===== src/stream_cmd_pkg.sv =====
package stream_cmd_pkg;

  // Command block register indices on the device register port
  localparam logic [2:0] REG_DATA = 3'h0;
  localparam logic [2:0] REG_OPTIONS = 3'h1;   // command_options on write, failure_cause on read
  localparam logic [2:0] REG_COUNT = 3'h2;
  localparam logic [2:0] REG_DEVICE = 3'h6;
  localparam logic [2:0] REG_OPCODE = 3'h7;    // command_opcode on write, device_condition on read

  // Opcode of the streaming DMA write
  localparam logic [7:0] OPC_STREAM_WRITE_DMA = 8'h3a;

  // command_options current byte fields
  localparam int OPT_URGENT = 7;
  localparam int OPT_CONTINUE = 6;
  localparam int OPT_FLUSH = 5;
  localparam int OPT_SID_MSB = 2;

  // device_condition fields
  localparam int ST_BUSY = 7;
  localparam int ST_READY = 6;
  localparam int ST_STREAM_ERR = 5;
  localparam int ST_DREQ = 3;
  localparam int ST_ERR = 0;

  // failure_cause fields
  localparam int FC_ICRC = 7;
  localparam int FC_IDNF = 4;
  localparam int FC_ABORT = 2;
  localparam int FC_TIME_OUT = 0;

  // Reset values
  localparam logic [7:0] CONDITION_RESET = 8'h40;
  localparam logic [7:0] CAUSE_RESET = 8'h00;

  // Transfer geometry
  localparam int WORD_W = 16;
  localparam int FIFO_DEPTH = 16;
  localparam int WORDS_LEFT_W = 25;
  localparam logic [WORDS_LEFT_W-1:0] WORDS_PER_SECTOR = 25'h0000100;
  localparam logic [WORDS_LEFT_W-1:0] MAX_SECTORS = 25'h0010000;
  localparam int STREAMS = 8;

  // Timing: one microsecond tick from the 50 MHz clock
  localparam int CLK_PERIOD_NS = 20;
  localparam int TICK_NS = 1000;
  localparam int CYCLES_PER_US = (TICK_NS + CLK_PERIOD_NS - 1) / CLK_PERIOD_NS;
  localparam logic [5:0] US_DIV_LAST = 6'(CYCLES_PER_US - 1);
  localparam int TIME_W = 40;
  localparam logic [TIME_W-1:0] MIN_LIMIT_US = 40'h00000003e8;

  typedef enum logic [1:0] {
    CMD_IDLE = 2'b00,
    CMD_XFER = 2'b01,
    CMD_FLUSH = 2'b10,
    CMD_END = 2'b11
  } cmd_state_e;

  // Host access to the command block registers
  typedef struct packed {
    logic wr;
    logic rd;
    logic [2:0] addr;
    logic [7:0] wdata;
  } reg_req_s;

  // Default time limit set up earlier per stream
  typedef struct packed {
    logic wr;
    logic [2:0] sid;
    logic [7:0] cctl;
  } stream_cfg_s;

  // Error reports from the link and the media side
  typedef struct packed {
    logic icrc;
    logic idnf;
    logic abort;
  } xfer_err_s;

  // Settings handed to the media writer
  typedef struct packed {
    logic active;
    logic urgent;
    logic [2:0] sid;
  } media_ctl_s;

endpackage


===== src/word_fifo.sv =====
`timescale 1ns/1ps
module word_fifo #(
  parameter int WIDTH = 16,
  parameter int DEPTH = 16
) (
  // Clock and reset
  input wire logic sys_clk_in,
  input wire logic rstn_in,
  // Fill side
  input wire logic in_valid_in,
  input wire logic [WIDTH-1:0] in_data_in,
  output logic in_ready_out,
  // Drain side
  output logic out_valid_out,
  output logic [WIDTH-1:0] out_data_out,
  input wire logic out_ready_in,
  // Level
  output logic empty_out
);
  localparam int AW = $clog2(DEPTH);

  typedef struct packed {
    logic [DEPTH-1:0][WIDTH-1:0] mem;
    logic [AW-1:0] wp;
    logic [AW-1:0] rp;
    logic [AW:0] count;
    logic out_v;
    logic [WIDTH-1:0] out_d;
  } fifo_s;

  fifo_s s;
  fifo_s next_s;
  logic push;
  logic pop;

  // Output word sits in a register so the drain side sees clean data
  always_comb begin
    next_s = s;
    in_ready_out = (s.count != (AW+1)'(DEPTH));
    push = in_valid_in & in_ready_out;
    pop = (s.count != '0) & (~s.out_v | out_ready_in);
    if (out_ready_in & s.out_v) begin
      next_s.out_v = 1'b0;
    end
    if (pop) begin
      next_s.out_v = 1'b1;
      next_s.out_d = s.mem[s.rp];
      next_s.rp = s.rp + 1'b1;
    end
    if (push) begin
      next_s.mem[s.wp] = in_data_in;
      next_s.wp = s.wp + 1'b1;
    end
    next_s.count = s.count + (AW+1)'(push) - (AW+1)'(pop);
  end

  always_ff @(posedge sys_clk_in or negedge rstn_in) begin
    if (!rstn_in) begin
      s <= '0;
    end else begin
      s <= next_s;
    end
  end

  assign out_valid_out = s.out_v;
  assign out_data_out = s.out_d;
  assign empty_out = (s.count == '0) & ~s.out_v;

endmodule


===== src/stream_write_dma_command.sv =====
`timescale 1ns/1ps
// Operation
// - Opcode 3Ah selects streaming DMA write
// - Data arrives over DMA, not register transfers
// - Requested option actions finish before completion
// - Urgent flag: fast, always within limit
// - Continue flag: errors never abort command
// - Continue errors: full transfer, stream-error, logged
// - Continue timeout: stop, stream-error, timeout logged
// - Always attempt whole amount within limit
// - Flush flag: stream data on media first
// - Low option bits select configured stream
// - Limit is previous option byte times unit; code raises it to at least 1000 us
// - Sector count 16 bits, zero means 65536
module stream_write_dma_command
  import stream_cmd_pkg::*;
(
  // Clock and reset
  input wire logic sys_clk_in,
  input wire logic rstn_in,
  // Command block register port
  input wire reg_req_s reg_req_in,
  output logic [7:0] reg_rdata_out,
  output logic intrq_out,
  // Identify words 99:98, microseconds per limit unit
  input wire logic [31:0] limit_unit_us_in,
  // Stream defaults set up beforehand
  input wire stream_cfg_s stream_cfg_in,
  // DMA data from the host
  input wire logic dma_valid_in,
  input wire logic [WORD_W-1:0] dma_data_in,
  output logic dma_ready_out,
  output logic dma_req_out,
  // Error reports during the command
  input wire xfer_err_s xfer_err_in,
  // Media writer side
  output logic media_valid_out,
  output logic [WORD_W-1:0] media_data_out,
  input wire logic media_ready_in,
  input wire logic media_busy_in,
  output media_ctl_s media_ctl_out
);

  // Whole block state, registered in one place
  typedef struct packed {
    // Command sequencing
    cmd_state_e st;

    // Byte registers, current and previous halves
    logic [7:0] opt_cur;
    logic [7:0] opt_prev;
    logic [7:0] cnt_cur;
    logic [7:0] cnt_prev;

    // Host visible ending status and interrupt
    logic [7:0] condition;
    logic [7:0] cause;
    logic intrq;

    // Options latched when the opcode lands
    logic urgent;
    logic cont;
    logic flush;
    logic [2:0] sid;

    // Words still owed by the host
    logic [WORDS_LEFT_W-1:0] words_left;

    // Completion time limit and its microsecond timebase
    logic limit_en;
    logic [TIME_W-1:0] limit_us;
    logic [TIME_W-1:0] elapsed_us;
    logic [5:0] us_div;

    // Why the command ended early
    logic failed;
    logic timed_out;

    // Default limit units per stream
    logic [STREAMS-1:0][7:0] dflt_cctl;

    // Registered read data
    logic [7:0] rdata;
  } ctl_s;

  // Present and next copy of the state
  ctl_s s;
  ctl_s next_s;

  // FIFO handshake and level
  logic fifo_in_ready;
  logic fifo_empty;

  // Word taken from the host this cycle
  logic accept;

  // Values worked out when the opcode lands
  logic [15:0] sectors;
  logic [7:0] units;
  logic [TIME_W-1:0] limit_raw;

  // Error and time limit events
  logic any_err;
  logic expired;

  // Write data goes through a FIFO so a stalled media writer backs off the host
  word_fifo #(
    .WIDTH(WORD_W),
    .DEPTH(FIFO_DEPTH)
  ) u_fifo (
    .sys_clk_in(sys_clk_in),
    .rstn_in(rstn_in),
    .in_valid_in(dma_valid_in & dma_req_out),
    .in_data_in(dma_data_in),
    .in_ready_out(fifo_in_ready),
    .out_valid_out(media_valid_out),
    .out_data_out(media_data_out),
    .out_ready_in(media_ready_in),
    .empty_out(fifo_empty)
  );

  // Host is offered data slots only while words remain and room exists
  assign dma_req_out = (s.st == CMD_XFER) & (s.words_left != '0) & ~s.failed;
  assign dma_ready_out = dma_req_out & fifo_in_ready;
  assign accept = dma_valid_in & dma_ready_out;

  // Any reported error type counts, except ICRC during flush; the log keeps each one apart
  assign any_err = xfer_err_in.icrc | xfer_err_in.idnf | xfer_err_in.abort;

  // Limit compared in whole microseconds, so it may run up to one tick late
  assign expired = s.limit_en & (s.elapsed_us >= s.limit_us);

  // Option and count bytes used when the opcode lands
  always_comb begin
    sectors = {s.cnt_prev, s.cnt_cur};
    units = (s.opt_prev != 8'h00) ? s.opt_prev : s.dflt_cctl[s.opt_cur[OPT_SID_MSB:0]];
    limit_raw = TIME_W'(units) * TIME_W'(limit_unit_us_in);
  end

  // Register port, command sequencing and time limit
  always_comb begin
    next_s = s;

    // Stream defaults may be updated at any time
    if (stream_cfg_in.wr) begin
      next_s.dflt_cctl[stream_cfg_in.sid] = stream_cfg_in.cctl;
    end

    // Reads return registered data; reading condition drops the interrupt
    if (reg_req_in.rd) begin
      unique case (reg_req_in.addr)
        REG_OPTIONS: next_s.rdata = s.cause;
        REG_OPCODE: begin
          next_s.rdata = s.condition;
          next_s.intrq = 1'b0;
        end
        default: next_s.rdata = 8'h00;
      endcase
    end

    // Microsecond timebase runs only while a command is in flight
    if (s.st == CMD_IDLE) begin
      next_s.us_div = '0;
      next_s.elapsed_us = '0;
    end else if (s.us_div == US_DIV_LAST) begin
      next_s.us_div = '0;
      next_s.elapsed_us = s.elapsed_us + 1'b1;
    end else begin
      next_s.us_div = s.us_div + 1'b1;
    end

    unique case (s.st)
      CMD_IDLE: begin
        // Each write to a byte register pushes current into previous
        if (reg_req_in.wr) begin
          unique case (reg_req_in.addr)
            REG_OPTIONS: begin
              next_s.opt_prev = s.opt_cur;
              next_s.opt_cur = reg_req_in.wdata;
            end
            REG_COUNT: begin
              next_s.cnt_prev = s.cnt_cur;
              next_s.cnt_cur = reg_req_in.wdata;
            end
            REG_OPCODE: begin
              next_s.intrq = 1'b0;
              next_s.cause = CAUSE_RESET;
              if (reg_req_in.wdata == OPC_STREAM_WRITE_DMA) begin
                next_s.st = CMD_XFER;
                next_s.condition = 8'h00;
                next_s.condition[ST_BUSY] = 1'b1;
                next_s.condition[ST_DREQ] = 1'b1;
                next_s.urgent = s.opt_cur[OPT_URGENT];
                next_s.cont = s.opt_cur[OPT_CONTINUE];
                next_s.flush = s.opt_cur[OPT_FLUSH];
                next_s.sid = s.opt_cur[OPT_SID_MSB:0];
                next_s.words_left = ((sectors == 16'h0000) ? MAX_SECTORS : WORDS_LEFT_W'(sectors))
                                    * WORDS_PER_SECTOR;
                next_s.limit_en = (units != 8'h00);
                next_s.limit_us = (limit_raw < MIN_LIMIT_US) ? MIN_LIMIT_US : limit_raw;
                next_s.failed = 1'b0;
                next_s.timed_out = 1'b0;
              end else begin
                // Anything else is not handled here and is refused at once
                next_s.cause[FC_ABORT] = 1'b1;
                next_s.condition = CONDITION_RESET;
                next_s.condition[ST_ERR] = 1'b1;
                next_s.intrq = 1'b1;
              end
            end
            default: ;
          endcase
        end
      end


      // Data phase: count words, log errors, watch the limit
      CMD_XFER: begin
        if (accept) begin
          next_s.words_left = s.words_left - 1'b1;
        end
        if (any_err) begin
          // Error types accumulate in the log in either mode
          next_s.cause[FC_ICRC] = s.cause[FC_ICRC] | xfer_err_in.icrc;
          next_s.cause[FC_IDNF] = s.cause[FC_IDNF] | xfer_err_in.idnf;
          next_s.cause[FC_ABORT] = s.cause[FC_ABORT] | xfer_err_in.abort;
          if (!s.cont) begin
            next_s.failed = 1'b1;
          end
        end
        if (expired) begin
          next_s.cause[FC_TIME_OUT] = 1'b1;
          next_s.timed_out = 1'b1;
          next_s.st = CMD_END;
        end else if ((s.failed | (any_err & ~s.cont)) & ~s.cont) begin
          next_s.st = CMD_END;
        end else if ((s.words_left == '0) | (accept & (s.words_left == WORDS_LEFT_W'(1)))) begin
          // Whole amount moved, with or without continue-mode errors; flush waits for the media
          next_s.st = s.flush ? CMD_FLUSH : CMD_END;
        end
        if (next_s.st != CMD_XFER) begin
          next_s.condition[ST_DREQ] = 1'b0;
        end
      end


      // Flush holds completion until the media has taken every word or the limit expires
      CMD_FLUSH: begin
        if (any_err) begin
          next_s.cause[FC_IDNF] = s.cause[FC_IDNF] | xfer_err_in.idnf;
          next_s.cause[FC_ABORT] = s.cause[FC_ABORT] | xfer_err_in.abort;
        end
        if (expired) begin
          next_s.cause[FC_TIME_OUT] = 1'b1;
          next_s.timed_out = 1'b1;
          next_s.st = CMD_END;
        end else if (fifo_empty & ~media_busy_in) begin
          next_s.st = CMD_END;
        end
      end


      // Ending status written once, interrupt raised with it
      CMD_END: begin
        // Ending status: continue mode reports stream error, else plain error
        next_s.condition = CONDITION_RESET;
        if ((s.cause != CAUSE_RESET) | s.timed_out | s.failed) begin
          next_s.condition[ST_STREAM_ERR] = s.cont;
          next_s.condition[ST_ERR] = ~s.cont;
        end
        next_s.intrq = 1'b1;
        next_s.st = CMD_IDLE;
      end

      default: next_s.st = CMD_IDLE;
    endcase
  end

  // State register; status shows ready and no error out of reset
  always_ff @(posedge sys_clk_in or negedge rstn_in) begin
    if (!rstn_in) begin
      s <= '0;
      s.condition <= CONDITION_RESET;
      s.cause <= CAUSE_RESET;
      s.st <= CMD_IDLE;
    end else begin
      s <= next_s;
    end
  end

  // Outputs straight from state
  assign reg_rdata_out = s.rdata;
  assign intrq_out = s.intrq;
  assign media_ctl_out.active = (s.st != CMD_IDLE);
  assign media_ctl_out.urgent = s.urgent;
  assign media_ctl_out.sid = s.sid;

endmodule


===== config.mk =====
export PLATFORM = sky130hd
export DESIGN_NAME = stream_write_dma_command
export DESIGN_NICKNAME = d
export VERILOG_FILES = /design/src/stream_cmd_pkg.sv /design/src/word_fifo.sv /design/src/stream_write_dma_command.sv
export SDC_FILE = /design/constraint.sdc
export NUM_CORES = 2
export LEC_CHECK = 0
export ABC_CLOCK_PERIOD_IN_PS = 8800
export BUFFER_PORTS_ARGS = -buffer_cell sky130_fd_sc_hd__buf_4
export CAP_MARGIN = 15
export CELL_PAD_IN_SITES_DETAIL_PLACEMENT = 1
export CELL_PAD_IN_SITES_GLOBAL_PLACEMENT = 1
export CORE_MARGIN = 3
export CORE_UTILIZATION = 52
export DETAILED_ROUTE_END_ITERATION = 10
export PLACE_DENSITY_LB_ADDON = 0.1
export SETUP_SLACK_MARGIN = 0.05
export SKIP_LAST_GASP = 1
export SLEW_MARGIN = 20
export SYNTH_ARGS = -nofsm -noshare
export SYNTH_HDL_FRONTEND = slang
export SYNTH_HIERARCHICAL = 1
export SYNTH_SLANG_ARGS = --single-unit

===== constraint.sdc =====
create_clock -name sys_clk_in -period 8.8 [get_ports sys_clk_in]
set_input_delay 2.2 -clock sys_clk_in [delete_from_list [all_inputs] [get_ports sys_clk_in]]
set_output_delay 2.2 -clock sys_clk_in [all_outputs]
set_load 0.02 [all_outputs]

==> out/metrics.cfg <==
[floorplanning]
io_pins = 114
die_h_um = 261
rows = 92
start_util_pct = 53.1
dieWidth_um = 261
core_um2 = 63800
die_area_um2 = 68200

[hold_path]
hp-class = flop to flop

[clocking]
numClockSinks = 521
cts-root-buf = clkbuf_16
clk_pin_slew_ns = 0.06
cts_tree = yes
cts_buffers = 56
cts_resized = 0
insertion_delay_ns = 0.60
cts_hold_buf = 0
htree_levels = 2
post-cts-setup-buffers = 0
cts_buffer_depth = 3

[placement]
numPortBuffers = 112
hpwl_mm = 61.6
gp_congestion = 0.881
pre_cts_slack_ns = 0.912

[setup_path]
crit_path_cell_trace = buf_4 > mux4_2 > mux2_2 > a21oi_2 > buf_4 > nand2b_1 > fa_1 > fa_1 > inv_1 > fa_1 > inv_1 > fa_1 > inv_1 > ha_1 > o211ai_1 > o21ai_2 > a41oi_2 > a211oi_2 > o211ai_1 > a21boi_1 > o2111ai_1 > and4bb_1 > nand4_4 > and2_1
cp.required_ns = 9.27
end_kind = flop
crit_buf_inv = 5
critPathArrivalTime_ns = 8.33
cpMaxStageDelayCell = dfrtp_1
critPathKind = flop to flop
crit_top_cell = fa_1
critical_path.top_delay_family = adder cells
cp_max_fo = 33
max_stage_delay_ns = 0.74
crit_path_start_kind = flop

[sta]
fmax_mhz = 127
period_share_pct = 89.3
hold_violations = 0
min_period_ns = 7.86
drv_slew = 0
setup_ws_ns = 0.943
worstMarginPinSlew_ns = 1.09
worst_clock_skew_ns = 0.0249
setup_viol = 0
maxSlewHeadroom_pct = 27.5
rsz0062_at_grt = no
tns_ns = 0

[layout]
syn2layout_area_growth_pct = 9.25
fillers = 6631
utilization_pct = 58.0
drive_gt1_share_pct = 24.6
layout.nets = 3402

[grt]
antenna_found_initial = 6
grt_pass1_wl_mm = 143
grtUsageTotal_pct = 26.6
grt_pass1_vias = 25500
grt_max_degree = 191
grt_overflow = 0

[detailed_routing]
drtIter0Drc = 1352
antenna_left = 0
finalWirelength_mm = 89.2
wl_per_cell_um = 22.8
vias_per_cell = 5.84
route.detailed.drc = 0
vias = 22800
firstDrtPassIters = 5

[synth]
synth.yosys.seq_area_share_pct = 38.5
syn_avg_cell_area_um2 = 11.3
ys_warn_count = 6
syn_area_um2 = 33900
synth_edf_count = 0
synthArstFlopShare_pct = 100
synth_fp_nets = 3383
ys_ff_latch = 521
syn_inst = 3000
ys_types = 107
synth_ff_type = dfrtp_1

[job]
drv_cap = 0

[outcome]
outcome = finished, final reports clean

==> final cells by class <==
cell class | instances | area (um2) | area share (%)
tap | 846 | 1060 | 2.86
clock buffer | 79 | 1650 | 4.46
antenna | 2 | 5.00 | 0.0135
inverter | 280 | 1050 | 2.84
timing repair buffer | 138 | 1100 | 2.98
multi-input combinational | 2022 | 18800 | 50.9
sequential | 521 | 13000 | 35.3
clock inverter | 21 | 250 | 0.677
==> stage by stage <==
stage / cell area, um2 / cells / hold WS (ns)
after floorplan: 33900 / 3000 / 0.446
after global placement: 35000 / 3805 / 0.462
after detailed placement: 35000 / 3805 / 0.472
after CTS: 36900 / 3905 / 0.486
after global routing: 37000 / 3909 / 0.513
final: 37000 / 3909 / 0.478
==> kinds of logic (layout without fill, tap and decap cells) <==
family,after synthesis,in the layout,share of synthesized area [%]
simple gates,782,782,12.3
buf+inv,457,518,6.06
flops,521,521,38.5
xor+xnor,75,75,1.94
mux,465,465,18.2
other cells,1,3,0.0111
compound gates,397,397,7.78
fa+ha+maj,302,302,15.2
==> cells in the mapped netlist, types with 9 or more instances <==
master,count,share of area (%)
dfrtp_1,520,38
mux2_2,352,12
inv_1,279,3.1
nand2_1,209,2.3
fa_1,181,11
nor2b_1,169,3.1
nor2_1,128,1.4
ha_1,121,4.5
a21oi_1,107,1.6
o21ai_0,98,1.4
clkbuf_1,86,0.95
mux4_2,80,5.3
xnor2_1,43,1.1
buf_4,42,0.93
nand2b_1,41,0.76
nand3_1,36,0.53
nor3_1,36,0.53
nand4_1,33,0.61
xor2_1,32,0.83
a21o_1,29,0.64
and2_1,27,0.50
buf_2,26,0.38
o22ai_1,25,0.46
mux2i_1,21,0.62
and3_1,16,0.30
o211ai_1,15,0.33
or3_1,14,0.26
buf_6,13,0.43
nor4_1,13,0.24
o31ai_1,13,0.29
mux2_4,11,0.49
a211oi_1,10,0.22
a31oi_1,10,0.18
a221oi_2,9,0.40
==> worst min-delay path: stages, from the launching register on <==
cell     delay (ns)
dfrtp_1        0.34
nand2_1        0.05
o21ai_0        0.06
==> per-layer routing <==
metal	track usage, %	vias to the layer above	share of wire [%]
met5	0	-	0.016
met4	7.13	2	2.3
met3	3.54	128	4.1
met2	45.0	442	49
met1	36.4	11900	45
li1	-	10300	-
==> placed cells by master, fill, tap and decap left out, drive strengths merged, types with 79 or more instances in the layout <==
cell      n
nor2    128
nor2b   169
nand2   210
fa      181
inv     281
ha      121
buf     138
o21ai   102
mux4     80
clkbuf   79
mux2    364
dfrtp   520
a21oi   110
==> state kept, by name, summed over array words and instances (netlist names) <==
name                  count
u_fifo/s                269
intrq_out                 1
media_ctl_out             4
reg_rdata_out             7
u_fifo/out_data_out      16
s                       223
u_fifo/out_valid_out      1
==> worst paths after layout <==
kind / startpoint / to / depth (start not counted) / slack (ns)
setup reg to reg: s[233]$_DFFE_PN0P_ / s[124]$_DFFE_PN0P_ / 24 / 0.94
max in group asynchronous: rstn_in / u_fifo/s[112]$_DFFE_PN0P_ / 3 / 5.70
setup / recovery: s[233]$_DFFE_PN0P_ / s[124]$_DFFE_PN0P_ / 24 / 0.94
min in group asynchronous: rstn_in / u_fifo/s[117]$_DFFE_PN0P_ / 1 / 1.62
hold reg to reg: s[149]$_DFFE_PN0P_ / s[149]$_DFFE_PN0P_ / 2 / 0.48
hold / removal: s[149]$_DFFE_PN0P_ / s[149]$_DFFE_PN0P_ / 2 / 0.48
Power is not shown: default switching activity piles up to over one toggle a cycle in this logic, so the estimate is an artifact.
